$ cat config.mk
export PLATFORM = sky130hd
export DESIGN_NAME = mfs_sequencer
export DESIGN_NICKNAME = d
export VERILOG_FILES = /design/src/mfs_pkg.sv /design/src/mfs_phase_gen.sv /design/src/mfs_sequencer.sv
export VERILOG_INCLUDE_DIRS = /design/src
export SDC_FILE = /design/constraint.sdc
export NUM_CORES = 1
export LEC_CHECK = 0
export BUFFER_PORTS_ARGS = -buffer_cell sky130_fd_sc_hd__buf_2
export CORE_UTILIZATION = 45
export CTS_BUF_LIST = sky130_fd_sc_hd__clkbuf_16
export DETAILED_ROUTE_END_ITERATION = 8
export PLACE_DENSITY = 0.73
export SLEW_MARGIN = 20
export SYNTH_ARGS = -nofsm -noshare
export SYNTH_HDL_FRONTEND = slang
export SYNTH_SLANG_ARGS = --single-unit
$ cat constraint.sdc
create_clock -name ref_clk_in -period 3 [get_ports ref_clk_in]
set_input_delay 0 -clock ref_clk_in [delete_from_list [all_inputs] [get_ports ref_clk_in]]
set_output_delay 0 -clock ref_clk_in [all_outputs]
set_load 0.05 [all_outputs]
$ cat src/mfs_regs.svh
// Purpose: Constants of the micro fetch and execute sequencer
// Assumes: 250 MHz ref clock; micro clock period 250 ns (two halves)
// Notes:   Field layout of the 16-bit micro is op, source, sink, width
`ifndef MFS_REGS_SVH
`define MFS_REGS_SVH

// Micro field positions
`define MFS_OP_HI        15
`define MFS_OP_LO        12
`define MFS_SRC_HI       11
`define MFS_SRC_LO       7
`define MFS_DST_HI       6
`define MFS_DST_LO       2
`define MFS_WID_HI       1
`define MFS_WID_LO       0

// Codes
`define MFS_OP_MOVE      4'h1
`define MFS_SRC_DEC_SUM  5'h1e
`define MFS_SRC_DEC_DIFF 5'h1f
`define MFS_SRC_TAPE     5'h1d
`define MFS_DST_MAR      5'h1e
`define MFS_DST_MICRO    5'h1f
`define MFS_WID_24       2'h0
`define MFS_WID_16       2'h1
`define MFS_WID_4        2'h2
`define MFS_NOOP         16'h0000

// Execution lengths in micro clock periods
`define MFS_LEN_BASE     3'h2
`define MFS_LEN_DEC      3'h3
`define MFS_LEN_MAR      3'h4
`define MFS_LEN_DEC_MAR  3'h5
`define MFS_REFRESH_LEN  3'h2

// Timing: figures in ns, counts of 4 ns cycles derived from them
`define MFS_CLK_NS       4
`define MFS_HALF_NS      125
`define MFS_HALF_CYC     ((`MFS_HALF_NS + `MFS_CLK_NS - 1) / `MFS_CLK_NS)
`define MFS_RD_VALID_NS  434
`define MFS_RD_HOLD_NS   511
`define MFS_RD_VALID_CYC \
  ((`MFS_RD_VALID_NS + `MFS_CLK_NS - 1) / `MFS_CLK_NS)
`define MFS_RD_HOLD_CYC  (`MFS_RD_HOLD_NS / `MFS_CLK_NS)

`endif

$ cat src/mfs_pkg.sv
// Purpose: Types of the micro fetch and execute sequencer
// Assumes: Constants come from mfs_regs.svh
// Notes:   Types only
package mfs_pkg;
  typedef enum logic [1:0] {
    MFS_EXEC,
    MFS_TAPE_WAIT,
    MFS_REFRESH
  } mfs_state_e;
  typedef logic [15:0] mfs_micro_t;
  typedef logic [23:0] mfs_word_t;
endpackage

$ cat src/mfs_phase_gen.sv
// Purpose: Half-period tick of the micro clock, derived from ref clock
// Assumes: HALF_CYC of at least 2
// Notes:   half_out 0 is the low half, 1 the high half of the clock
`timescale 1ns/1ps
module mfs_phase_gen #(
  parameter int HALF_CYC = 32
) (
  input  wire logic ref_clk_in,
  input  wire logic rst_in,
  input  wire logic run_in,
  output logic      tick_out,
  output logic      half_out
);
  logic [11:0] cnt_r;

  // Counts one half period and flips the half on each tick
  always_ff @(posedge ref_clk_in or posedge rst_in) begin
    if (rst_in) begin
      cnt_r    <= 12'h000;
      half_out <= 1'b0;
    end else if (!run_in) begin
      cnt_r    <= 12'h000;
      half_out <= 1'b0;
    end else if (cnt_r == 12'(HALF_CYC - 1)) begin
      cnt_r    <= 12'h000;
      half_out <= ~half_out;
    end else begin
      cnt_r <= cnt_r + 12'h001;
    end
  end

  // Tick marks the last cycle of each half
  assign tick_out = run_in && (cnt_r == 12'(HALF_CYC - 1));
endmodule

$ cat src/mfs_sequencer.sv
// Purpose: Fetches micros into the latch, executes them from the micro
//          register and times the register move micro
// Assumes: Main store sits outside; phases T0..T9 are half periods
// Notes:   Overview of operation below
`timescale 1ns/1ps
`include "mfs_regs.svh"
module mfs_sequencer #(
  parameter int HALF_CYC = `MFS_HALF_CYC
) (
  input  wire logic        ref_clk_in,
  input  wire logic        rst_in,
  input  wire logic        run_state_level_in,
  input  wire logic        halt_mode_in,
  input  wire logic [15:0] halt_micro_in,
  input  wire logic [31:0] mem_read_data_in,
  input  wire logic        mar_bit4_in,
  input  wire logic        refresh_req_in,
  input  wire logic        tape_full_in,
  input  wire logic [23:0] exchange_in,
  output logic      [15:0] micro_bus_out,
  output logic      [15:0] micro_reg_out,
  output logic             hold_release_level_out,
  output logic             micro_finish_out,
  output logic             fetch_latch_strobe_out,
  output logic             memory_start_ff_out,
  output logic             source_enable_phase_out,
  output logic             sink_enable_phase_out,
  output logic             local_mem_write_pulse_out,
  output logic      [4:0]  src_addr_out,
  output logic      [4:0]  dst_addr_out,
  output logic      [23:0] exchange_hold_buffer_out,
  output logic             mar_load_out,
  output logic             move_refused_out,
  output logic      [3:0]  phase_out
);
  mfs_pkg::mfs_state_e state_r;
  mfs_pkg::mfs_micro_t micro_r;
  mfs_pkg::mfs_micro_t micro_exec;
  mfs_pkg::mfs_micro_t micro_nxt;
  logic [31:0] latch_r;
  logic [2:0]  s_cnt_r;
  logic [2:0]  rf_cnt_r;
  logic [7:0]  rd_cnt_r;
  logic        rd_busy_r;
  logic        tape_ready_r;
  logic        refresh_pend_r;
  logic        active;
  logic        tick;
  logic        half;
  logic        main_edge;
  logic        inv_edge;
  logic        is_move;
  logic        src_dec;
  logic        src_tape;
  logic        dst_mar;
  logic        dst_micro;
  logic        refused;
  logic [2:0]  mv_len;
  logic [2:0]  len;
  logic [3:0]  t_idx;
  logic        in_move;
  logic        load_fire;
  logic        refresh_done;
  logic        refetch;
  logic [23:0] mask;

  assign active = run_state_level_in || halt_mode_in;

  mfs_phase_gen #(
    .HALF_CYC (HALF_CYC)
  ) u_phase (
    .ref_clk_in (ref_clk_in),
    .rst_in     (rst_in),
    .run_in     (active),
    .tick_out   (tick),
    .half_out   (half)
  );

  // Trailing edges of the main clock and of its inverse
  assign main_edge = tick && half;
  assign inv_edge  = tick && !half;

  // Micro presented for decode and to the bus
  assign hold_release_level_out = (state_r == mfs_pkg::MFS_EXEC);
  always_comb begin
    if (run_state_level_in && hold_release_level_out) begin
      micro_bus_out = micro_r;
    end else if (halt_mode_in) begin
      micro_bus_out = halt_micro_in;
    end else begin
      micro_bus_out = `MFS_NOOP;
    end
  end
  assign micro_exec    = halt_mode_in ? halt_micro_in : micro_r;
  assign micro_reg_out = micro_r;

  // Decode of the register move micro
  assign is_move  = micro_exec[`MFS_OP_HI:`MFS_OP_LO] == `MFS_OP_MOVE;
  assign src_dec  = is_move &&
    (micro_exec[`MFS_SRC_HI:`MFS_SRC_LO] == `MFS_SRC_DEC_SUM ||
     micro_exec[`MFS_SRC_HI:`MFS_SRC_LO] == `MFS_SRC_DEC_DIFF);
  assign src_tape = is_move &&
    micro_exec[`MFS_SRC_HI:`MFS_SRC_LO] == `MFS_SRC_TAPE;
  assign dst_mar  = is_move &&
    micro_exec[`MFS_DST_HI:`MFS_DST_LO] == `MFS_DST_MAR;
  assign dst_micro = is_move &&
    micro_exec[`MFS_DST_HI:`MFS_DST_LO] == `MFS_DST_MICRO;
  assign refused = run_state_level_in && !halt_mode_in &&
                   src_tape && dst_micro;
  assign move_refused_out = refused;

  // Periods of the move itself and of the whole micro
  assign mv_len = src_dec ? `MFS_LEN_DEC : `MFS_LEN_BASE;
  always_comb begin
    if (src_dec && dst_mar) begin
      len = `MFS_LEN_DEC_MAR;
    end else if (dst_mar) begin
      len = `MFS_LEN_MAR;
    end else begin
      len = mv_len;
    end
  end

  // Phase index T0.. within the micro
  assign t_idx     = {s_cnt_r, half};
  assign phase_out = t_idx;
  assign in_move   = is_move && hold_release_level_out &&
                     (!src_tape || tape_ready_r);

  // Source and sink timing of the move
  always_comb begin
    source_enable_phase_out = in_move &&
      (t_idx <= {mv_len, 1'b0} - 4'h2);
    sink_enable_phase_out   = in_move && !refused &&
      (t_idx == {mv_len, 1'b0} - 4'h1);
    local_mem_write_pulse_out = sink_enable_phase_out;
  end
  assign src_addr_out = source_enable_phase_out ?
    micro_exec[`MFS_SRC_HI:`MFS_SRC_LO] : 5'h00;
  assign dst_addr_out = sink_enable_phase_out ?
    micro_exec[`MFS_DST_HI:`MFS_DST_LO] : 5'h00;

  // Finish in the last period of the decoded length
  assign micro_finish_out = hold_release_level_out &&
    (!src_tape || tape_ready_r) &&
    (!is_move ? s_cnt_r == `MFS_LEN_BASE - 3'h1
              : s_cnt_r == len - 3'h1);
  // After a refresh no-op the next micro loads at once, no replay
  assign refresh_done = main_edge && state_r == mfs_pkg::MFS_REFRESH &&
                        rf_cnt_r == `MFS_REFRESH_LEN - 3'h1;
  assign load_fire = (main_edge && micro_finish_out && !refresh_pend_r) ||
                     refresh_done;
  assign refetch   = main_edge && in_move && dst_mar &&
                     (s_cnt_r == mv_len - 3'h1);
  assign mar_load_out = refetch;

  // Width mask of the moved data
  always_comb begin
    case (micro_exec[`MFS_WID_HI:`MFS_WID_LO])
      `MFS_WID_16: mask = 24'h00ffff;
      `MFS_WID_4:  mask = 24'h00000f;
      default:     mask = 24'hffffff;
    endcase
  end

  // Exchange hold buffer on the inverted clock trailing edge
  always_ff @(posedge ref_clk_in or posedge rst_in) begin
    if (rst_in) begin
      exchange_hold_buffer_out <= 24'h000000;
    end else if (inv_edge && source_enable_phase_out) begin
      exchange_hold_buffer_out <= exchange_in & mask;
    end
  end

  // Next micro: selected latch half, ORed with a move into it
  always_comb begin
    micro_nxt = mar_bit4_in ? latch_r[31:16] : latch_r[15:0];
    if (dst_micro && !refused) begin
      micro_nxt = micro_nxt | exchange_hold_buffer_out[15:0];
    end
  end

  // Micro register changes only on the finishing edge or on the last edge of a refresh no-op
  always_ff @(posedge ref_clk_in or posedge rst_in) begin
    if (rst_in) begin
      micro_r <= `MFS_NOOP;
    end else if (load_fire) begin
      micro_r <= micro_nxt;
    end
  end

  // Period counter, tape wait and refresh no-op
  always_ff @(posedge ref_clk_in or posedge rst_in) begin
    if (rst_in) begin
      state_r      <= mfs_pkg::MFS_EXEC;
      s_cnt_r      <= 3'h0;
      rf_cnt_r     <= 3'h0;
      tape_ready_r <= 1'b0;
    end else if (main_edge) begin
      case (state_r)
        mfs_pkg::MFS_EXEC: begin
          if (micro_finish_out && refresh_pend_r) begin
            state_r  <= mfs_pkg::MFS_REFRESH;
            rf_cnt_r <= 3'h0;
          end else if (micro_finish_out) begin
            s_cnt_r      <= 3'h0;
            tape_ready_r <= 1'b0;
          end else if (src_tape && !tape_ready_r) begin
            state_r <= mfs_pkg::MFS_TAPE_WAIT;
          end else begin
            s_cnt_r <= s_cnt_r + 3'h1;
          end
        end
        mfs_pkg::MFS_TAPE_WAIT: begin
          if (tape_full_in) begin
            state_r      <= mfs_pkg::MFS_EXEC;
            tape_ready_r <= 1'b1;
            s_cnt_r      <= 3'h0;
          end
        end
        mfs_pkg::MFS_REFRESH: begin
          if (rf_cnt_r == `MFS_REFRESH_LEN - 3'h1) begin
            state_r      <= mfs_pkg::MFS_EXEC;
            s_cnt_r      <= 3'h0;
            tape_ready_r <= 1'b0;
          end else begin
            rf_cnt_r <= rf_cnt_r + 3'h1;
          end
        end
        default: state_r <= mfs_pkg::MFS_EXEC;
      endcase
    end
  end

  // Refresh request held until its no-op has begun
  always_ff @(posedge ref_clk_in or posedge rst_in) begin
    if (rst_in) begin
      refresh_pend_r <= 1'b0;
    end else if (refresh_req_in) begin
      refresh_pend_r <= 1'b1;
    end else if (main_edge && state_r == mfs_pkg::MFS_REFRESH) begin
      refresh_pend_r <= 1'b0;
    end
  end

  // Memory start on every load and on an address register refetch
  always_ff @(posedge ref_clk_in or posedge rst_in) begin
    if (rst_in) begin
      memory_start_ff_out <= 1'b0;
    end else begin
      memory_start_ff_out <= load_fire || refetch;
    end
  end

  // Read timer places the latch strobe inside the data window
  always_ff @(posedge ref_clk_in or posedge rst_in) begin
    if (rst_in) begin
      rd_cnt_r  <= 8'h00;
      rd_busy_r <= 1'b0;
    end else if (memory_start_ff_out) begin
      rd_cnt_r  <= 8'h01;
      rd_busy_r <= 1'b1;
    end else if (rd_busy_r) begin
      rd_cnt_r  <= rd_cnt_r + 8'h01;
      rd_busy_r <= rd_cnt_r != 8'(`MFS_RD_HOLD_CYC);
    end
  end
  assign fetch_latch_strobe_out = rd_busy_r &&
    rd_cnt_r == 8'(`MFS_RD_VALID_CYC);

  // Micro latch register
  always_ff @(posedge ref_clk_in or posedge rst_in) begin
    if (rst_in) begin
      latch_r <= 32'h00000000;
    end else if (fetch_latch_strobe_out) begin
      latch_r <= mem_read_data_in;
    end
  end
endmodule

Word level (Yosys, flattened, before mapping)
Index checks and enable logic that the tools add are counted.
{"block": "totals", "register_bits": 105, "in_bits": 79}
{"block": "op_classes", "add_sub_neg": 8, "magnitude_cmp": 1, "n_eq_ne": 28, "mux": 42, "bitwise": 3, "n_reduce_logical": 51}
{"cell": "$mux 16", "count": 5}
{"cell": "$pmux 24 s2", "count": 1}
{"cell": "$logic_and 1x1->1", "count": 31}
{"cell": "$mux 3", "count": 9}
{"cell": "$eq 5x5->1 const B", "count": 5}
{"cell": "$and 24x24->24", "count": 1}
{"cell": "$mux 12", "count": 2}
{"cell": "$mux 8", "count": 2}
{"cell": "$or 16x16->16", "count": 1}
{"cell": "$add 12x1->12 const B", "count": 1}
{"cell": "$eq 12x5->1 const B", "count": 1}
{"cell": "$mux 1", "count": 12}
{"cell": "$reduce_and 6->1", "count": 2}
{"cell": "$mux 2", "count": 5}
{"cell": "$mux 5", "count": 2}
{"cell": "$ne 2x2->1 const B", "count": 5}
{"cell": "$pmux 3 s3", "count": 1}
{"cell": "$add 8x1->8 const B", "count": 1}
{"cell": "$eq 8x7->1 const B", "count": 1}
{"cell": "$ne 8x7->1 const B", "count": 1}
{"cell": "$add 3x1->3 const B", "count": 2}
{"cell": "$eq 3x1->1 const B", "count": 2}
{"cell": "$eq 3x3->1", "count": 2}
{"cell": "$logic_not 1->1", "count": 6}
{"cell": "23 further kinds", "count": 32}

Logic depth before layout (Yosys ltp)
{"block": "logic_depth", "ltp_word": 15, "mapped_depth": 14}

By module
Synthesis repeated with hierarchy kept, for this count alone.
{"block": "hier_totals", "cells_unflattened": 570, "area_unflattened_um2": 5609.1}
{"mod": "mfs_sequencer", "instances": 1, "cells_per_inst": 506, "area_each_um2": 4959.8, "seq_area_each_um2": 2302.2}
{"mod": "mfs_phase_gen", "instances": 1, "cells_per_inst": 64, "area_each_um2": 649.4, "seq_area_each_um2": 325.3}

Worst setup path before layout
Ideal clock, no wire load.
{"block": "synth_path", "path_type": "reg-to-output", "start": "reg micro_r[14] (netlist: micro_reg_out[14])", "end": "out micro_finish_out", "arrival_ns": 3.343, "required_ns": 3.000, "setup_slack_ns": -0.343, "path_stages_with_launch": 10, "path_buffers": 0, "path_cell_list": "dfrtp_1 > nor4b_4 > o22ai_4 > nor2_1 > and2_1 > ha_1 > xor2_1 > o21ai_0 > a22oi_1 > nor3_1"}
{"block": "synth_between", "elab_chain_len": 10}
{"item": "start: declaration", "line_no": "mfs_sequencer.sv:37", "rtl": "mfs_pkg::mfs_micro_t micro_r;"}
{"item": "start signal: assignment", "line_no": "mfs_sequencer.sv:186", "rtl": "micro_r <= `MFS_NOOP;"}
{"item": "start signal: assignment", "line_no": "mfs_sequencer.sv:188", "rtl": "micro_r <= micro_nxt;"}
{"item": "$mux 16 (*)", "line_no": "mfs_sequencer.sv:94", "rtl": "assign micro_exec = halt_mode_in ? halt_micro_in : micro_r;"}
{"item": "$eq 4x1->1 (no source line) (*)"}
{"item": "$logic_and 1x1->1", "line_no": "mfs_sequencer.sv:99", "rtl": "assign src_dec = is_move &&"}
{"item": "$mux 1 (no source line)"}
{"item": "$mux 3", "line_no": "mfs_sequencer.sv:117", "rtl": "end else if (dst_mar) begin"}
{"item": "$mux 3", "line_no": "mfs_sequencer.sv:115", "rtl": "if (src_dec && dst_mar) begin"}
{"item": "$sub 3x1->3", "line_no": "mfs_sequencer.sv:147", "rtl": ": s_cnt_r == len - 3'h1);"}
{"item": "$eq 3x3->1", "line_no": "mfs_sequencer.sv:147"}
{"item": "$mux 1", "line_no": "mfs_sequencer.sv:146", "rtl": "(!is_move ? s_cnt_r == `MFS_LEN_BASE - 3'h1"}
{"item": "$logic_and 1x1->1 (*)", "line_no": "mfs_sequencer.sv:144", "rtl": "assign micro_finish_out = hold_release_level_out &&"}
{"item": "end: declaration", "line_no": "mfs_sequencer.sv:23", "rtl": "output logic micro_finish_out,"}
Mark *: on every way between the ends. The rest lies on a longest branch, timed or not.

Worst setup path after layout
{"block": "layout_path", "start": "reg micro_r[14] (netlist: micro_reg_out[14])", "end": "out dst_addr_out[2]"}
{"block": "layout_between", "elab_chain_len": 9}
{"item": "$mux 16 (*)", "line_no": "mfs_sequencer.sv:94"}
{"item": "$eq 4x1->1 (no source line) (*)"}
{"item": "parallel branches: the longest is 5 deep, another holds $sub 3x1->4"}
{"item": "$logic_and 1x1->1 (*)", "line_no": "mfs_sequencer.sv:134", "rtl": "sink_enable_phase_out = in_move && !refused &&"}
{"item": "$mux 5 (*)", "line_no": "mfs_sequencer.sv:140", "rtl": "assign dst_addr_out = sink_enable_phase_out ?"}
{"item": "end: declaration", "line_no": "mfs_sequencer.sv:30", "rtl": "output logic [4:0] dst_addr_out,"}
Mark *: on every way between the ends.

==> flow_summary_export.csv <==
group,metric,value,unit
floorplan,start_util,0.467,
power,swShare,0.307,
detailed_routing,vias,5063,
clock_network,cts_inserted_buffers,9,
yosys,syn-num-nets,647,
sta,fin_crit,2.96,ns
run_status,status,"finished, final reports clean",
power,p_int,0.00223,W
sta,worst_pin_slew,0.983,ns
critical_path,required,3.00,ns
floorplan,die_area,0.0130,sq mm
grt,grt_overflow,0,
yosys,synth_top_cell_by_area,"dfrtp_1",
critical_path,reg2reg_from,"micro_reg_out[14]$_DFFE_PP0P_",
clock_network,cts_sinks,105,
detailed_routing,antenna_left,0,
sta,max_freq,338,MHz
detailed_routing,routedWlPerCell,17.0,um
sta,slew_headroom,0.340,
worst_hold_path,hold_path.class,"input pin to register",
critical_path,endpoint_kind,"primary output",
detailed_routing,drt_first_pass_iters,5,
job,drv_cap,0,
power,power,0.00322,W
yosys,async_reset_ff_frac,1.00,
critical_path,cp_max_fo,5,
clock_network,cts_tree,"built",
floorplan,die_x,114,um
power,p_seq_frac,0.459,
detailed_routing,drtIter0Drc,321,
yosys,synth_ff_type,"dfrtp_1",
floorplan,die_h,114,um
placement,dpl.hpwl,10.8,mm
power,peakVddDrop,0.283,mV
final_layout,antenna_cells,0,
yosys,yosys_warnings,0,
power,pwr-share-clk,0.366,
placement,place_inst,867,
detailed_routing,wl,16.1,mm
critical_path,start_kind,"register",
clock_network,clk_latency,0.36,ns
grt,grt_max_degree,76,
critical_path,startpoint,"micro_reg_out[14]$_DFFE_PP0P_",
placement,place_congestion,0.973,
critical_path,arrival,2.96,ns
worst_hold_path,min-delay-start,"run_state_level_in",
yosys,synth-edff-count,0,
clock_network,cts_root_buf,"clkbuf_16",
yosys,ys_seq_area_frac,0.464,
floorplan,io_pins,158,
placement,numPortBuffers,157,
floorplan,std_cell_rows,40,
final_layout,layout_common_cells,"buf_2, dfrtp_1, nand2_1",
grt,antenna_found_initial,0,
power,switching_power,0.000989,W
detailed_routing,viasPerCell,5.36,
sta,drv_slew,0,
final_layout,drive_gt1_frac,0.363,
clock_network,cts.htree.levels,3,
sta,clock-skew-final,0.0111,ns
critical_path,critPathKind,"register to primary output",
clock_network,clk_path_buf_depth,2,
yosys,synthTopCellsByArea,"dfrtp_1, mux2_2, nand2_1",
yosys,syn_area,0.00566,sq mm
final_layout,fin_area,0.00771,sq mm
power,power_frac_comb,0.175,
yosys,synth_top_cell_area_share,0.464,
final_layout,final_nets,864,
grt,grt_pass1_vias,5080,
clock_network,clkTransAtPathRegs,0.07,ns
floorplan,core_area,0.0121,sq mm
sta,finalCritPeriodShare,0.986,
yosys,ys_ff_latch,105,
yosys,syn_inst,554,
sta,hold_ws,0.104,ns
power,static-leakage-power,3.85,nW
sta,setup_viol,0,
final_layout,final_common_cell,"buf_2",
placement,placed_cell_area,0.00668,sq mm
grt,grt_pass1_wl,25.5,mm
final_layout,area_growth,36.2,%
yosys,yosysUniqueCellTypes,67,
sta,hold_viol,0,
final_layout,final-instance-count-excl-fill,944,
sta,final.setup.tns,0,ns
yosys,avgSynthCellArea,10.2,sq um
power,p_per_area,418,mW/mm^2
detailed_routing,drc,0,
grt,grt_use_total,0.253,
-- sequential cells by signal, indices dropped and copies added, names as in the netlist --
register	cells
rf_cnt_r	3
rd_cnt_r	8
u_phase.cnt_r	12
micro_reg_out	16
state_r	2
tape_ready_r	1
memory_start_ff_out	1
rd_busy_r	1
exchange_hold_buffer_out	24
u_phase.half_out	1
refresh_pend_r	1
latch_r	32
s_cnt_r	3
-- per-stage QoR --
step	util	setup WS [ns]
final	0.636	0.0421
after detailed placement	0.551	0.0184
after global routing	0.636	-0.0530
after floorplan	-	0.000917
after global placement	0.551	0.0875
after CTS	0.626	0.00784
-- power groups by stage --
stage / sequential, W / combinational [W] / clock [W]
after floorplan: 0.00152 / 0.000321 / 0
after global placement: 0.00150 / 0.000488 / 0
after detailed placement: 0.00150 / 0.000494 / 0
after CTS: 0.00148 / 0.000553 / 0.00120
after global routing: 0.00148 / 0.000611 / 0.00125
final: 0.00148 / 0.000564 / 0.00118
-- worst paths after layout --
kind	to	slack (ns)	cells after the start
setup / recovery	dst_addr_out[2]	0.04	10
hold / removal	u_phase.cnt_r[4]$_DFF_PP0_	0.10	3
setup reg to reg	rf_cnt_r[2]$_DFFE_PP0P_	0.12	12
hold reg to reg	u_phase.cnt_r[0]$_DFF_PP0_	0.48	1
max in group asynchronous	rf_cnt_r[2]$_DFFE_PP0P_	1.84	4
min in group asynchronous	memory_start_ff_out$_DFF_PP0_	0.39	3
-- timing repair --
action	in CTS	in global routing
setup endpoints to repair	7	34
setup buffers	1	2
resized for setup	4	24
pin swaps	1	4
endpoints found under the hold margin	130	0
hold buffers	58	0
-- cell type report --
cell class / instances / area [sq um]
well taps: 168 / 210
clock inverters: 7 / 75.1
repair buffers: 233 / 1530
inverters: 18 / 72.6
multi-input cells: 404 / 2960
fillers: 966 / 4400
clock buffers: 9 / 225
flip-flops and latches: 105 / 2640
-- synthesized netlist by cell type, types with 2 or more instances --
master       n
and3_1       3
mux2_4       9
nor4_1       2
and4_1       3
nand4b_1     2
a21o_1       5
nand4_1     10
nand3_1      9
a221o_1     15
xnor2_1      5
ha_1        14
nor4b_1      2
nor3_1      10
nor2_1      36
a21oi_1     12
mux2_2      43
o22ai_1      4
clkbuf_1    17
dfrtp_1    105
buf_4        3
o21ai_1     23
nand2_1     83
xor2_1      14
nor4b_4      3
nor2b_1     18
o21ai_0     21
buf_6        2
a22oi_1      2
nand4bb_1    2
nand2b_1    18
inv_1       18
buf_2        3
and2_1       2
a31oi_1      3
-- worst max-delay path: stages (launching register included) --
cell,delay [ns]
dfrtp_2,0.44
nor4b_4,0.39
o22a_2,0.26
nand2_4,0.08
ha_4,0.32
nand2_2,0.08
nor4b_4,0.31
o211ai_1,0.16
buf_4,0.19
a21oi_1,0.15
buf_4,0.22
-- kinds of logic after synthesis --
group	Yosys count	synth area share
AOI/OAI and AO/OA	105	0.128
xor gates and xnor gates	19	0.0294
adders and majority gates	14	0.0309
buffers and inverters	45	0.0380
DFF	105	0.464
muxes	53	0.111
and+or+nand+nor	213	0.199
-- metal layers --
| metal | vias up | GRT usage | wire length (um) |
|---|---|---|---|
| met1 | 2480 | 0.312 | 6740 |
| met2 | 169 | 0.436 | 7980 |
| met3 | 28 | 0.0588 | 988 |
| met4 | 0 | 0.0874 | 351 |
| li1 | 2386 | - | - |
| met5 | - | 0 | 0 |
Note: power is estimated with default switching activity, not from simulation.
